[src/verilog/sld_pkg.sv]
// Shared types and constants for the serial-in latched driver logic.
// Assumes one core clock; all controller pins arrive asynchronously.
package sld_pkg;
	localparam int unsigned SLD_STAGES      = 8;
	localparam int unsigned SLD_FIFO_DEPTH  = 4;
	localparam int unsigned SLD_SYNC_STAGES = 3;

	typedef struct packed {
		logic sdata;
		logic sclk;
		logic strobe;
		logic oe_n;
	} sld_pins_t;

	// One shifted bit travelling from the pin sampler to the register
	typedef struct packed {
		logic data;
	} sld_word_t;

	localparam sld_pins_t SLD_PINS_RST = '{sdata: 1'h0, sclk: 1'h0, strobe: 1'h0, oe_n: 1'h1};
	localparam logic [SLD_STAGES-1:0] SLD_STAGES_RST = 8'h00;
endpackage

[src/verilog/sld_fifo.sv]
// Small synchronous FIFO with valid/ready on both sides.
// Assumes a single clock and an asynchronous active-low reset.
`timescale 1ns/1ns
module sld_fifo #(
	parameter int unsigned WIDTH = 1,
	parameter int unsigned DEPTH = 4
) (
	input  wire logic             clk,
	input  wire logic             arst_n,
	input  wire logic [WIDTH-1:0] in_data,
	input  wire logic             in_valid,
	output logic                  in_ready,
	output logic      [WIDTH-1:0] out_data,
	output logic                  out_valid,
	input  wire logic             out_ready
);
	localparam int unsigned AW = (DEPTH > 1) ? $clog2(DEPTH) : 1;

	initial begin
		if (DEPTH < 2 || (DEPTH & (DEPTH - 1)) != 0 || WIDTH < 1)
			$error("sld_fifo: DEPTH must be a power of two >= 2, WIDTH >= 1");
	end

	logic [WIDTH-1:0] mem_q [DEPTH];
	logic [AW:0]      wptr_q;
	logic [AW:0]      rptr_q;
	logic             full;
	logic             empty;
	logic             push;
	logic             pop;

	assign empty     = (wptr_q == rptr_q);
	assign full      = (wptr_q[AW-1:0] == rptr_q[AW-1:0]) && (wptr_q[AW] != rptr_q[AW]);
	assign in_ready  = !full;
	assign out_valid = !empty;
	assign push      = in_valid && !full;
	assign pop       = out_ready && !empty;
	assign out_data  = mem_q[rptr_q[AW-1:0]];

	always_ff @(posedge clk) begin
		if (push)
			mem_q[wptr_q[AW-1:0]] <= in_data;
	end

	always_ff @(posedge clk or negedge arst_n) begin
		if (!arst_n) begin
			wptr_q <= '0;
		end else if (push) begin
			wptr_q <= wptr_q + (AW+1)'(1);
		end
	end

	always_ff @(posedge clk or negedge arst_n) begin
		if (!arst_n) begin
			rptr_q <= '0;
		end else if (pop) begin
			rptr_q <= rptr_q + (AW+1)'(1);
		end
	end
endmodule // sld_fifo

[src/verilog/sld_driver.sv]
// Serial-in, parallel-out shift register with transparent latches and output gate.
// Assumes controller pins are asynchronous to CORE_CLK and toggle far slower than it.
`timescale 1ns/1ns
// Behaviour
// - A rising shift-clock edge loads the serial data bit into the first stage once SHIFT_HOLD is low; with the buffer full the bit is lost.
// - Each further rising shift-clock edge moves every stored bit one stage toward the cascade output.
// - While latch-load is high each of the 8 latches takes its matching stage.
// - The latches stay transparent and follow new shifted values while latch-load stays high.
// - With the output gate low each driver output follows its latch.
// - With the output gate high all eight driver outputs are low.
// - The output gate never alters shift register or latch contents.
module sld_driver
	import sld_pkg::*;
#(
	parameter int unsigned STAGES     = SLD_STAGES,
	parameter int unsigned FIFO_DEPTH = SLD_FIFO_DEPTH
) (
	input  wire logic              CORE_CLK,
	input  wire logic              ARST_N,
	input  wire logic              SER_DATA,
	input  wire logic              SHIFT_CLK,
	input  wire logic              LATCH_LOAD,
	input  wire logic              OUT_GATE_N,
	input  wire logic              SHIFT_HOLD,
	output logic                   SHIFT_READY,
	output logic      [STAGES-1:0] DRV_OUT,
	output logic                   CASCADE_OUT
);
	import sld_pkg::*;

	initial begin
		if (STAGES < 2)
			$error("sld_driver: STAGES must be at least 2");
		if (FIFO_DEPTH < 2)
			$error("sld_driver: FIFO_DEPTH must be at least 2");
	end

	sld_pins_t         pins_raw;
	sld_pins_t         sync_q [SLD_SYNC_STAGES];
	sld_pins_t         filt_q;
	sld_word_t         push_word;
	sld_word_t         pop_word;
	logic              push_valid;
	logic              push_ready;
	logic              pop_valid;
	logic              pop_ready;
	logic [STAGES-1:0] shreg_q;
	logic [STAGES-1:0] latch_q;
	logic [STAGES-1:0] drv_q;
	logic              cascade_q;

	assign pins_raw = '{sdata: SER_DATA, sclk: SHIFT_CLK, strobe: LATCH_LOAD, oe_n: OUT_GATE_N};

	// Three-stage synchroniser; stage 0 feeds only stage 1
	always_ff @(posedge CORE_CLK or negedge ARST_N) begin
		if (!ARST_N) begin
			for (int i = 0; i < SLD_SYNC_STAGES; i++)
				sync_q[i] <= SLD_PINS_RST;
		end else begin
			sync_q[0] <= pins_raw;
			for (int i = 1; i < SLD_SYNC_STAGES; i++)
				sync_q[i] <= sync_q[i-1];
		end
	end

	// Accept a pin change only once stages two and three agree
	always_ff @(posedge CORE_CLK or negedge ARST_N) begin
		if (!ARST_N) begin
			filt_q <= SLD_PINS_RST;
		end else begin
			if (sync_q[1].sclk == sync_q[2].sclk)
				filt_q.sclk <= sync_q[2].sclk;
			if (sync_q[1].sdata == sync_q[2].sdata)
				filt_q.sdata <= sync_q[2].sdata;
			if (sync_q[1].strobe == sync_q[2].strobe)
				filt_q.strobe <= sync_q[2].strobe;
			if (sync_q[1].oe_n == sync_q[2].oe_n)
				filt_q.oe_n <= sync_q[2].oe_n;
		end
	end

	// Data comes from the filter stage, one cycle behind the clock edge detect, so set-up before the edge carries through
	assign push_valid     = (sync_q[1].sclk == sync_q[2].sclk) && sync_q[2].sclk && !filt_q.sclk;
	assign push_word.data = filt_q.sdata;
	assign pop_ready      = !SHIFT_HOLD;
	// Bits arriving while full are dropped; the controller must watch this
	assign SHIFT_READY    = push_ready;

	sld_fifo #(
		.WIDTH ($bits(sld_word_t)),
		.DEPTH (FIFO_DEPTH)
	) u_fifo (
		.clk       (CORE_CLK),
		.arst_n    (ARST_N),
		.in_data   (push_word),
		.in_valid  (push_valid),
		.in_ready  (push_ready),
		.out_data  (pop_word),
		.out_valid (pop_valid),
		.out_ready (pop_ready)
	);

	always_ff @(posedge CORE_CLK or negedge ARST_N) begin
		if (!ARST_N) begin
			shreg_q <= STAGES'(SLD_STAGES_RST);
		end else if (pop_valid && pop_ready) begin
			shreg_q <= {shreg_q[STAGES-2:0], pop_word.data};
		end
	end

	// Latch follows the register while load is high, holds otherwise
	always_ff @(posedge CORE_CLK or negedge ARST_N) begin
		if (!ARST_N) begin
			latch_q <= STAGES'(SLD_STAGES_RST);
		end else if (filt_q.strobe) begin
			latch_q <= shreg_q;
		end
	end

	always_ff @(posedge CORE_CLK or negedge ARST_N) begin
		if (!ARST_N) begin
			drv_q <= STAGES'(SLD_STAGES_RST);
		end else if (filt_q.oe_n) begin
			drv_q <= '0;
		end else begin
			drv_q <= latch_q;
		end
	end

	always_ff @(posedge CORE_CLK or negedge ARST_N) begin
		if (!ARST_N) begin
			cascade_q <= 1'h0;
		end else begin
			cascade_q <= shreg_q[STAGES-1];
		end
	end

	assign DRV_OUT     = drv_q;
	assign CASCADE_OUT = cascade_q;
endmodule // sld_driver

[config.mk]
export PLATFORM = sky130hd
export DESIGN_NAME = sld_driver
export DESIGN_NICKNAME = d
export VERILOG_FILES = /design/src/verilog/sld_pkg.sv /design/src/verilog/sld_fifo.sv /design/src/verilog/sld_driver.sv
export SDC_FILE = /design/constraint.sdc
export NUM_CORES = 1
export LEC_CHECK = 0
export ABC_AREA = 1
export BUFFER_PORTS_ARGS = -buffer_cell sky130_fd_sc_hd__buf_2
export CAP_MARGIN = 20
export CORE_MARGIN = 2
export CORE_UTILIZATION = 45
export DETAILED_ROUTE_END_ITERATION = 10
export GPL_TIMING_DRIVEN = 0
export PLACE_DENSITY = 0.71
export SLEW_MARGIN = 10
export SYNTH_ARGS = -nofsm -noshare
export SYNTH_HDL_FRONTEND = slang
export SYNTH_HIERARCHICAL = 1
export SYNTH_SLANG_ARGS = --single-unit
[constraint.sdc]
create_clock -name CORE_CLK -period 1.9 [get_ports CORE_CLK]
set_input_delay 0.095 -clock CORE_CLK [delete_from_list [all_inputs] [get_ports CORE_CLK]]
set_output_delay 0.095 -clock CORE_CLK [all_outputs]
set_load 0.05 [all_outputs]
* Word level (Yosys, flattened, before mapping) *
Memory sizes are Yosys's and may differ from the RTL's. A register that Yosys moved wholly into a read port is not among the register bits.
Cells that the tools add are included.

storage, ports and cells
  input bits = 7
  logic and storage cells = 45
  memories kept = 1
  output and inout port bits = 10
  register bits after elaboration = 47
  RAM bits = 4

memory list
  name          depth  width  rd ports  clocked after Yosys merged registers in  wr ports  line            text
  u_fifo.mem_q  4      1      1         1                                        1         sld_fifo.sv:24  logic [WIDTH-1:0] mem_q [DEPTH];

cells by class
  reductions and logical operators = 10
  equality and inequality tests = 7
  mux-type cells = 3
  $add $sub $neg = 2

operators with widths
  kind                 count
  $mux 8               1
  $add 3x1->3 const B  2
  $logic_and 1x1->1    5
  $logic_not 1->1      5
  $eq 1x1->1           4
  $eq 3x3->1           1
  $eq 2x2->1           1
  $mux 1               2
  $ne 1x1->1           1

* Logic depth before layout (Yosys ltp) *
Gate-level depths: netlist of run 1.

  depth in word-level cells = 6
  mapped depth = 8
  mapped depth without buffers = 8

* Hierarchy *
The synthesis of run 1 kept the hierarchy.

by module, submodules not included
  module      times used  area an instance (um^2)  seq. area each (um^2)  cells an instance
  sld_driver  1           1411.4                   1031.0                 121
  sld_fifo    1           613.1                    270.3                  71

* Least setup slack after synthesis of run 1 *
OpenSTA, ideal clock, no wires.

  path type = register to register
  from = register u_fifo.wptr_q[0]
  to = memory u_fifo.mem_q[0] (enable)
  buffers on the path = 0
  period minus slack after synthesis = 1.313 ns
  stages on the path, launching flop included = 7
  setup slack = 0.587 ns
  arrival = 1.074 ns
  required time = 1.661 ns
  setup time = 0.239 ns
  path through = dfrtp_1 > inv_1 > nand2_2 > nand2_2 > nand3_4 > nand2_4 > nor2_1

between the ends
  longest elaborated chain between the ends = 6

ends and longest elaborated chain
  what                          line              text
  start, declared               sld_fifo.sv:25    logic [AW:0] wptr_q;
  start signal, assigned        sld_fifo.sv:49    wptr_q <= wptr_q + (AW+1)'(1);
  $eq 2x2->1                    sld_fifo.sv:33    assign full = (wptr_q[AW-1:0] == rptr_q[AW-1:0]) && (wptr_q[AW] != rptr_q[AW]);
  $logic_and 1x1->1             sld_fifo.sv:33
  $logic_not 1->1               n/a
  net SHIFT_READY               sld_driver.sv:25  output logic SHIFT_READY,
  $logic_and 1x1->1             sld_fifo.sv:36    assign push = in_valid && !full;
  $mux 1                        sld_fifo.sv:41    if (push)
  $mux 1 (implied by the code)  sld_fifo.sv:42    mem_q[wptr_q[AW-1:0]] <= in_data;
  end, declared                 sld_fifo.sv:24

The timed path passes the listed nets, and every way through them passes these cells.

* Final worst setup path of run 1 *
  from = register u_fifo.wptr_q[0]
  to = output port SHIFT_READY

between the ends
  longest elaborated chain between the ends = 3

ends and longest elaborated chain
  what               line              text
  $eq 2x2->1         sld_fifo.sv:33
  $logic_and 1x1->1  sld_fifo.sv:33
  $logic_not 1->1    sld_fifo.sv:34    assign in_ready = !full;
  end, declared      sld_driver.sv:25

No other way between the ends.

==> results of run 1 <==
-- final timing paths --
check / slack [ns] / depth (start not counted) / to
setup reg to reg: 0.52 / 7 / u_fifo/mem_q[3]
hold / removal: 0.16 / 4 / shreg_q[6]
hold reg to reg: 0.35 / 0 / sync_q[7]
max in group asynchronous: 1.06 / 3 / sync_q[4]
min in group asynchronous: 0.26 / 2 / DRV_OUT[6]
setup / recovery: 0.37 / 5 / SHIFT_READY
-- kinds of logic after synthesis --
logic type / count (synthesis)
xor+xnor: 1
simple gates: 90
fa+ha+maj: 6
flops: 51
buf+inv: 29
compound gates: 15
-- report_power, final --
part / switching, mW / internal, mW / total [mW] / leakage [nW]
logic: 0.751 / 0.357 / 1.11 / 0.530
registers: 0.186 / 1.39 / 1.58 / 0.624
clock network: 0.344 / 0.298 / 0.642 / 0.0516
total: 1.28 / 2.05 / 3.33 / 1.21
-- cell usage in the layout (no fill, tap or decap) --
master / Yosys / routed
nand2_1: 50 / 50
dfrtp_1: 43 / 43
inv_1: 23 / 23
nor2_1: 17 / 17
buf_2: 0 / 16
nand3_1: 14 / 14
o21ai_0: 9 / 9
ha_1: 6 / 6
clkbuf_8: 0 / 6
dlygate4sd3_1: 0 / 5
dfstp_2: 4 / 4
nand2_2: 4 / 4
edfxtp_1: 4 / 4
nand2_4: 3 / 3
a21oi_1: 3 / 3
buf_4: 2 / 2
inv_2: 2 / 2
buf_12: 1 / 2
o21ai_2: 2 / 2
nand3_4: 2 / 2
buf_6: 1 / 1
clkinv_2: 0 / 1
inv_6: 0 / 1
o22ai_1: 1 / 1
xor2_1: 1 / 1
-- per-stage QoR --
step | setup slack, ns | cells | instance area (um2) | power, mW | hold slack [ns]
after floorplan | 0.587 | 192 | 2020 | 2.47 | -0.201
after global placement | 0.514 | 260 | 2170 | 2.68 | 0.200
after detailed placement | 0.512 | 260 | 2170 | 2.71 | 0.202
after CTS | 0.352 | 272 | 2310 | 3.37 | 0.00397
after global routing | 0.273 | 274 | 2340 | 3.58 | 0.179
final | 0.375 | 274 | 2340 | 3.33 | 0.160
-- cell type report --
type                            instances  area (um2)  area share [%]
Buffer                                  4        46.3            1.98
Clock buffer                            6        82.6            3.54
Clock inverter                          2        13.8           0.589
Inverter                               25        93.8            4.02
Multi-Input combinational cell        112         583            25.0
Sequential cell                        51        1300            55.7
Tap cell                               52        65.1            2.79
Timing Repair Buffer                   22         150            6.43
-- sequential cells by signal (all words and copies together) (netlist names) --
| register | cells |
|---|---|
| latch_q | 8 |
| sync_q | 12 |
| DRV_OUT | 8 |
| u_fifo/rptr_q | 3 |
| shreg_q | 8 |
| u_fifo/mem_q | 4 |
| u_fifo/wptr_q | 3 |
| push_word | 1 |
| CASCADE_OUT | 1 |
| filt_q | 3 |
-- worst max-delay path, stage by stage (launching register included) --
cell and delay, ns:
dfrtp_1 0.44, inv_1 0.16, nand2_2 0.06, nand2_2 0.11, nand3_4 0.13, buf_2 0.24
-- repair_timing --
| item | 4_1_cts | 5_1_grt |
|---|---|---|
| hold buffers | 4 | 1 |
| buffers inserted | 0 | 0 |
| endpoints found under the hold margin | 4 | 16 |
-- per-layer routing --
layer / wire [um] / share of wire [%] / vias up / global-route usage [%]
met1: 1380 / 48 / 594 / 17.2
met3: 121 / 4.3 / 2 / 4.70
met4: 25 / 0.88 / 0 / 4.40
met5: 0 / 0 / - / 0
met2: 1320 / 46 / 22 / 20.1
li1: - / - / 651 / -
==> impl_metrics.toml, run 1 <==
[floorplan]
die_x_um = 71.1
start_util_pct = 46.5
io-pin-count = 17
die_area_um2 = 5050
die_h_um = 71.1
core_um2 = 4350
rows = 24

[final_layout]
num-fill-cells = 381
nets = 234
finish.utilization_pct = 53.6
final_layout_size_suffix_gt1_share_pct = 20.7
num_antenna_cells = 0
area_delta_synth_final_pct = 15.4

[hold_path]
min_from = "SHIFT_HOLD"
hp-class = "primary input to register"

[clock_tree]
clk_pin_slew_worst_paths_ns = 0.09
cts_resized = 0
htree_num_levels = 2
cts_tree = "yes"
clk_latency_ns = 0.30
cts_buffer_depth = 2
ctsRootBufferMaster = "clkbuf_8"
clock_sinks = 51
cts_inserted_buffers = 5

[synth]
synth_top_family_by_area = "simple AND/OR/NAND/NOR gates"
synth_cell_types = 20
ys_warn_count = 6
synth.yosys.seq_area_share_pct = 64.3
netlist_area_um2 = 2020
synth_edf_count = 4
async_flop_share_pct = 92.2
syn_nets = 205
synth_top_area_cell = "dfrtp_1"
netlist.area_leader.share_pct = 53.2
synth_area_leaders = "dfrtp_1, nand2_1, edfxtp_1"
synthSimpleGateAreaFrac_pct = 20.5
synth_xor_area_share_pct = 0.433
synth_compound_area_share_pct = 4.14
synthAdderAreaFrac_pct = 3.71
muxShareOfSynthArea_pct = 0
synth_common_cells = "nand2_1, dfrtp_1, inv_1"
ys.flop_type = "dfrtp_1"
yosysMostFrequentCell = "nand2_1"
ys_ff_latch = 51
synth_cells = 192
avgSynthCellArea_um2 = 10.5

[worst_setup_path]
startpoint_type = "register"
worst-path-max-fanout = 6
arrival_ns = 1.43
r2r_start = "sync_q[2]"
crit_start = "u_fifo/wptr_q[0]"
crit_type = "register to primary output"
required_ns = 1.80
critPathCaptureType = "primary output"

[placement]
dp_hpwl_um = 1900
io_buffer_count = 16
gp_congestion = 0.705

[timing]
worst_slew_pin_slew_ns = 0.450
finClkSkew_ns = 0.0108
max_freq_mhz = 656
setup_viol = 0
hold_viol = 0
tns_ns = 0
maxSlewHeadroom_pct = 70.0
finalCritPeriodShare_pct = 80.3
slew_violations = 0
grt_setup_unrepaired = "false"
period_minus_slack_ns = 1.53

[global_route]
overflow = 0
grt_pass1_vias = 1171
antenna_found_initial = 0
grt_pass1_wl_um = 5150
grt_usage_pct = 13.0
grt_max_degree = 48

[detailed_routing]
drc = 0
drt_iter0_markers = 94
num_vias = 1269
first_pass_iters = 4
wl_um = 2850
wl_per_cell_um = 10.4
via_per_inst = 4.63
drt.antenna.violating_nets = 0

[run_status]
outcome = "finished clean"

[power]
powerDensity_nw_per_um2 = 1420
leakagePower_nw = 1.21
vdd_drop_max_uv = 726

[flow_run]
max_cap_violations = 0
Power figures use the tool's default switching activity.
==> run 2, diff against run 1 <==
--- a/config.mk
+++ b/config.mk
@@ -12,7 +12,7 @@
 export CORE_UTILIZATION = 45
 export DETAILED_ROUTE_END_ITERATION = 10
 export GPL_TIMING_DRIVEN = 0
-export PLACE_DENSITY = 0.71
+export PLACE_DENSITY = 0.73
 export SLEW_MARGIN = 10
 export SYNTH_ARGS = -nofsm -noshare
 export SYNTH_HDL_FRONTEND = slang
==> constraint.sdc (replaced) <==
create_clock -name CORE_CLK -period 1.33 [get_ports CORE_CLK]
set_input_delay 0.0665 -clock CORE_CLK [delete_from_list [all_inputs] [get_ports CORE_CLK]]
set_output_delay 0.0665 -clock CORE_CLK [all_outputs]
set_load 0.05 [all_outputs]
==> run 2 against run 1 <==
The flow now finishes with violations (negative setup slack). Clock skew decreased by 0.0047 ns. Core utilization increased by 3.2 points. Clock power increased by 70%. Via count increased by 4.4%.
==> impl_metrics.toml, run 2 (same netlist as run 1, synthesis figures left out) <==
[worst_setup_path]
cp_slowest_stage_delay_ns = 0.45
required_ns = 1.26
worst-path-max-fanout = 6
startpoint_type = "register"
r2r_slack_ns = 0.03
r2r-end = "u_fifo/mem_q[3]"
crit_type = "register to primary output"
r2r_start = "u_fifo/rptr_q[0]"
critPathCaptureType = "primary output"
slowest_stage = "dfrtp_2"
path_cells = "inv_2, nand2_2, nand2_4, nand3_4, buf_8"
crit_start = "u_fifo/rptr_q[0]"
r2r_cells = 7
cp-endpoint = "SHIFT_READY"
arrival_ns = 1.30

[power]
clkPwrFrac_pct = 20.8
vdd_drop_max_uv = 953
intPower_mw = 3.33
seq_power_share_pct = 42.7
comb_power_share_pct = 36.5
p_switching_mw = 1.93
leakagePower_nw = 1.27
powerDensity_nw_per_um2 = 2130
p_total_mw = 5.26
p_sw_share_pct = 36.6

[global_route]
grt_pass1_wl_um = 5130
antenna_found_initial = 0
overflow = 0
grt_usage_pct = 13.1
grt_max_degree = 48
grt_pass1_vias = 1203

[hold_path]
hp-class = "primary input to register"

[floorplan]
io-pin-count = 17
die_area_um2 = 5050
rows = 24
die_x_um = 71.1
core_um2 = 4350
die_h_um = 71.1
start_util_pct = 46.5

[clock_tree]
cts_inserted_buffers = 5
ctsRootBufferMaster = "clkbuf_8"
htree_num_levels = 2
cts_tree = "yes"
clk_latency_ns = 0.30
clk_pin_slew_worst_paths_ns = 0.09
clock_sinks = 51
cts_buffer_depth = 2

[final_layout]
layout_common_cells = "nand2_1, dfrtp_1, inv_1, nor2_1, buf_2"
largest_register_ffs = 12
area_delta_synth_final_pct = 22.2
final_common_cell = "nand2_1"
num_antenna_cells = 0
finish.utilization_pct = 56.8
nets = 245
final_layout_size_suffix_gt1_share_pct = 28.8
num-fill-cells = 359
top_register = "sync_q"

[timing]
tns_ns = -0.0369
slew_violations = 0
worst_hold_slack_ns = 0.133
max_freq_mhz = 732
worst_slew_pin_slew_ns = 0.269
finClkSkew_ns = 0.00608
maxSlewHeadroom_pct = 82.1
setup_viol = 1
finalCritPeriodShare_pct = 103
period_minus_slack_ns = 1.37
setup_ws_ns = -0.0369
grt_setup_unrepaired = "true"
hold_viol = 0

[detailed_routing]
num_vias = 1325
first_pass_iters = 4
drt_iter0_markers = 116
wl_per_cell_um = 10.9
wl_um = 3120
drt.antenna.violating_nets = 0
drc = 0
via_per_inst = 4.65

[placement]
dp_slack_ns = -0.0643
dp_hpwl_um = 1910
io_buffer_count = 16
gp_congestion = 0.750

[run_status]
violations = "negative setup slack"
outcome = "complete, but fails checks"

[flow_run]
max_cap_violations = 0
-- run 2: cell count changes in the layout (fill, tap and decap cells not counted), sizes merged --
cell and delta:
buf +11, bufinv +1, inv -1
-- run 2: power groups by stage --
stage | clock network, mW | registers, mW | logic (mW)
after floorplan | 0 | 2.50 | 1.02
after global placement | 0 | 2.27 | 1.55
after detailed placement | 0 | 2.28 | 1.59
after CTS | 1.13 | 2.24 | 1.69
after global routing | 1.18 | 2.30 | 2.14
final | 1.09 | 2.25 | 1.92
-- run 2: what timing repair did --
item | in CTS | in global routing
setup buffers | 2 | 9
gates cloned | 0 | 0
hold buffers | 5 | 0
setup endpoints to repair | 8 | 13
gates resized for setup | 5 | 11
pin swaps | 0 | 4
endpoints found under the hold margin | 47 | 0
-- run 2: worst min-delay path by stage --
| stage | from | end | cells past startpoint |
|---|---|---|---|
| after floorplan | ARST_N | CASCADE_OUT | 0 |
| after global placement | OUT_GATE_N | sync_q[8] | 1 |
| after detailed placement | OUT_GATE_N | sync_q[8] | 1 |
| after CTS | SHIFT_HOLD | shreg_q[3] | 4 |
| after global routing | SHIFT_HOLD | shreg_q[6] | 4 |
| final | SHIFT_HOLD | shreg_q[4] | 4 |
-- run 2: area by class of cell --
class	count	area, um2	share of cell area (%)
sequential	51	1300	52.7
multi-input combinational	112	601	24.3
timing repair buffer	33	243	9.81
inverter	25	93.8	3.79
clock buffer	6	82.6	3.34
tap	52	65.1	2.63
buffer	4	50.0	2.02
clock inverter	2	35.0	1.42
-- run 2: per-stage QoR --
stage,std cells,instance area [um2]
after CTS,275,2360
after global routing,285,2470
after floorplan,192,2020
after detailed placement,260,2170
after global placement,260,2170
final,285,2470
-- run 2: per-layer routing --
metal | share of wire [%] | global-route usage, %
met5 | 0 | 0
met3 | 4.0 | 5.27
met1 | 46 | 16.3
met4 | 1.0 | 3.77
met2 | 49 | 21.1
-- run 2: critical path, delay by kind of cell, from the launching register on --
family / cells / cell delay (ns)
buffers and inverters: 2 / 0.27
AND/OR/NAND/NOR: 3 / 0.29
flip-flops: 1 / 0.45
==> run 3, diff against run 2 <==
--- a/config.mk
+++ b/config.mk
@@ -5,13 +5,12 @@
 export SDC_FILE = /design/constraint.sdc
 export NUM_CORES = 1
 export LEC_CHECK = 0
-export ABC_AREA = 1
+export ABC_AREA = 0
 export BUFFER_PORTS_ARGS = -buffer_cell sky130_fd_sc_hd__buf_2
 export CAP_MARGIN = 20
 export CORE_MARGIN = 2
 export CORE_UTILIZATION = 45
 export DETAILED_ROUTE_END_ITERATION = 10
-export GPL_TIMING_DRIVEN = 0
 export PLACE_DENSITY = 0.73
 export SLEW_MARGIN = 10
 export SYNTH_ARGS = -nofsm -noshare
==> run 3 against run 2 <==
The run still ends with negative setup slack left. Routed wire length rose by 17%. Global-route usage rose by 2.2 points. Worst hold slack improved by 0.051 ns. Worst setup slack got worse by 0.29 ns. Sequential power rose by 4%. Clock-buffer cell count rose by 1. Core utilization rose by 6.0 points. Combinational power rose by 96%. Clock skew rose by 0.0019 ns. Highest routed layer unchanged.
==> impl_metrics.toml, run 3 <==
[worst_setup_path]
path_cells = "xor2_2, buf_6, or3_4, buf_8"
worst-path-max-fanout = 4
arrival_ns = 1.59
crit_type = "register to primary output"
cp_slowest_stage_delay_ns = 0.44
critPathCaptureType = "primary output"
crit_family = "flip-flops"
path_buf_inv = 2
r2r-end = "u_fifo/wptr_q[2]"
startpoint_type = "register"
r2r_cells = 6
slowest_stage = "dfrtp_2"
required_ns = 1.26
r2r_slack_ns = -0.31
r2r_start = "u_fifo/wptr_q[0]"

[detailed_routing]
drt_iter0_markers = 48
wl_per_cell_um = 15.6
num_vias = 1193
drt.antenna.violating_nets = 0
via_per_inst = 5.10
drc = 0
wl_um = 3650
first_pass_iters = 4

[synth]
ys.flop_type = "dfrtp_1"
synth_cell_types = 26
synth_cells = 125
synth.yosys.seq_area_share_pct = 65.9
syn_nets = 138
async_flop_share_pct = 92.2
synth_edf_count = 4
netlist_area_um2 = 1970
ys_warn_count = 6
netlist.area_leader.share_pct = 54.5
synth_area_leaders = "dfrtp_1, edfxtp_1, mux2_4"
ys_ff_latch = 51
yosysMostFrequentCell = "dfrtp_1"
avgSynthCellArea_um2 = 15.8
synth_common_cells = "dfrtp_1, nor2b_1, mux2_2"
synth_top_area_cell = "dfrtp_1"

[hold_path]
min_from = "SHIFT_HOLD"
hold_depth = 4
hp-class = "primary input to register"
worstHoldEndpoint = "u_fifo/rptr_q[0]"

[timing]
finClkSkew_ns = 0.00796
worst_hold_slack_ns = 0.184
slew_violations = 0
finalCritPeriodShare_pct = 124
maxSlewHeadroom_pct = 74.8
hold_viol = 0
setup_ws_ns = -0.324
grt_setup_unrepaired = "true"
max_freq_mhz = 605
setup_viol = 19
tns_ns = -4.60
worst_slew_pin_slew_ns = 0.378
period_minus_slack_ns = 1.65

[clock_tree]
cts_buffer_depth = 2
clock_sinks = 51
clk_pin_slew_worst_paths_ns = 0.09
cts_inserted_buffers = 5
cts_tree = "yes"
htree_num_levels = 2
ctsRootBufferMaster = "clkbuf_8"
clk_latency_ns = 0.30

[floorplan]
core_um2 = 4290
start_util_pct = 46.0
rows = 24
die_x_um = 70.2
die_area_um2 = 4930
io-pin-count = 17
die_h_um = 70.2

[final_layout]
final_layout_size_suffix_gt1_share_pct = 51.6
multi_input_area_um2 = 791
layout_common_cells = "dfrtp_1, buf_4, buf_2, buf_6, mux2_2"
area_delta_synth_final_pct = 36.5
num_antenna_cells = 0
regArea_um2 = 1300
top_register = "sync_q"
num-fill-cells = 302
largest_register_ffs = 12
nets = 194
final_common_cell = "dfrtp_1"

[power]
leakagePower_nw = 1.24
clkPwrFrac_pct = 13.1
p_switching_mw = 2.53
intPower_mw = 4.48
comb_power_share_pct = 53.6
powerDensity_nw_per_um2 = 2600
seq_power_share_pct = 33.3
p_sw_share_pct = 36.1
p_total_mw = 7.01
vdd_drop_max_uv = 1840

[global_route]
antenna_found_initial = 0
grt_pass1_vias = 1207
grt_usage_pct = 15.3
grt_max_degree = 48
overflow = 0
grt_pass1_wl_um = 5690

[placement]
gp_congestion = 0.823
io_buffer_count = 16
dp_hpwl_um = 2230

[run_status]
violations = "negative setup slack"
outcome = "complete, but fails checks"

[flow_run]
max_cap_violations = 0
run 3: cell types whose count changed after synthesis, sizes merged, moves of 3 or more:
cell	change
and3	+3
mux2	+17
o31ai	+5
nor2	-17
maj3	+3
nand2	-55
nor2b	+10
xor2	+3
nand3	-16
inv	-21
xnor2	+4
o21ai	-11
run 3: logic make-up (layout without fill, tap and decap cells):
group / Yosys count / after routing / synth area share, %
mux: 18 / 18 / 12.4
fa+ha+maj: 9 / 9 / 5.32
simple gates: 20 / 20 / 6.27
compound gates: 13 / 13 / 4.63
flops: 51 / 51 / 65.9
buf+inv: 6 / 63 / 1.58
xor+xnor: 8 / 8 / 3.93
run 3: area by class of cell:
cell class | count | area share (%)
Inverter | 4 | 0.557
Multi-Input combinational cell | 68 | 29.3
Sequential cell | 51 | 48.3
Tap cell | 52 | 2.41
Clock inverter | 1 | 0.325
Clock buffer | 7 | 3.20
Timing Repair Buffer | 51 | 15.8
run 3: worst reg2reg max path, stage by stage (launching register included):
cell     delay (ns)
dfrtp_2        0.44
xor2_2         0.19
buf_6          0.13
buf_4          0.13
buf_8          0.12
o311a_4        0.37
xor2_1         0.15
run 3: worst max path at each step:
stage / startpoint / endpoint / slack [ns] / cells after the start
2_1_floorplan: u_fifo/wptr_q[0] / shreg_q[0] / -0.37 / 5
3_3_place_gp: u_fifo/wptr_q[0] / shreg_q[6] / -0.50 / 4
3_5_place_dp: u_fifo/wptr_q[0] / shreg_q[2] / -0.57 / 4
4_1_cts: u_fifo/rptr_q[1] / SHIFT_READY / -0.33 / 4
5_1_grt: u_fifo/wptr_q[0] / SHIFT_READY / -0.36 / 4
6_report: u_fifo/wptr_q[0] / SHIFT_READY / -0.32 / 4
run 3: layer usage:
| layer | GRT usage [%] | wire length, um | up-vias |
|---|---|---|---|
| met5 | 0 | 0 | - |
| met4 | 5.13 | 71 | 0 |
| met3 | 4.04 | 118 | 8 |
| met2 | 26.3 | 1930 | 20 |
| met1 | 18.6 | 1530 | 616 |
| li1 | - | - | 549 |
run 3: through the flow:
stage	instances	cell area (um2)	utilization (%)	worst slack (ns)
detailed placement	207	2240	52.1	-0.568
CTS	229	2610	60.7	-0.334
finish	234	2700	62.8	-0.324
floorplan	125	1980	-	-0.366
global placement	207	2240	52.1	-0.503
global route	234	2700	62.8	-0.357
run 3: power groups by stage:
stage          combinational [mW]  clock [mW]  sequential (mW)
3_3_place_gp                 2.27           0             2.34
5_1_grt                      3.96        1.00             2.40
4_1_cts                      3.18       0.946             2.35
6_report                     3.76       0.919             2.34
3_5_place_dp                 2.38           0             2.36
2_1_floorplan                1.28           0             2.66
run 3: repair_timing:
action | in CTS | in global routing
hold endpoints to repair | 51 | 0
gates resized for setup | 30 | 10
cloned | 0 | 0
setup endpoints to repair | 17 | 19
setup buffers | 10 | 6
pin swaps | 6 | 10
hold buffers | 5 | 0
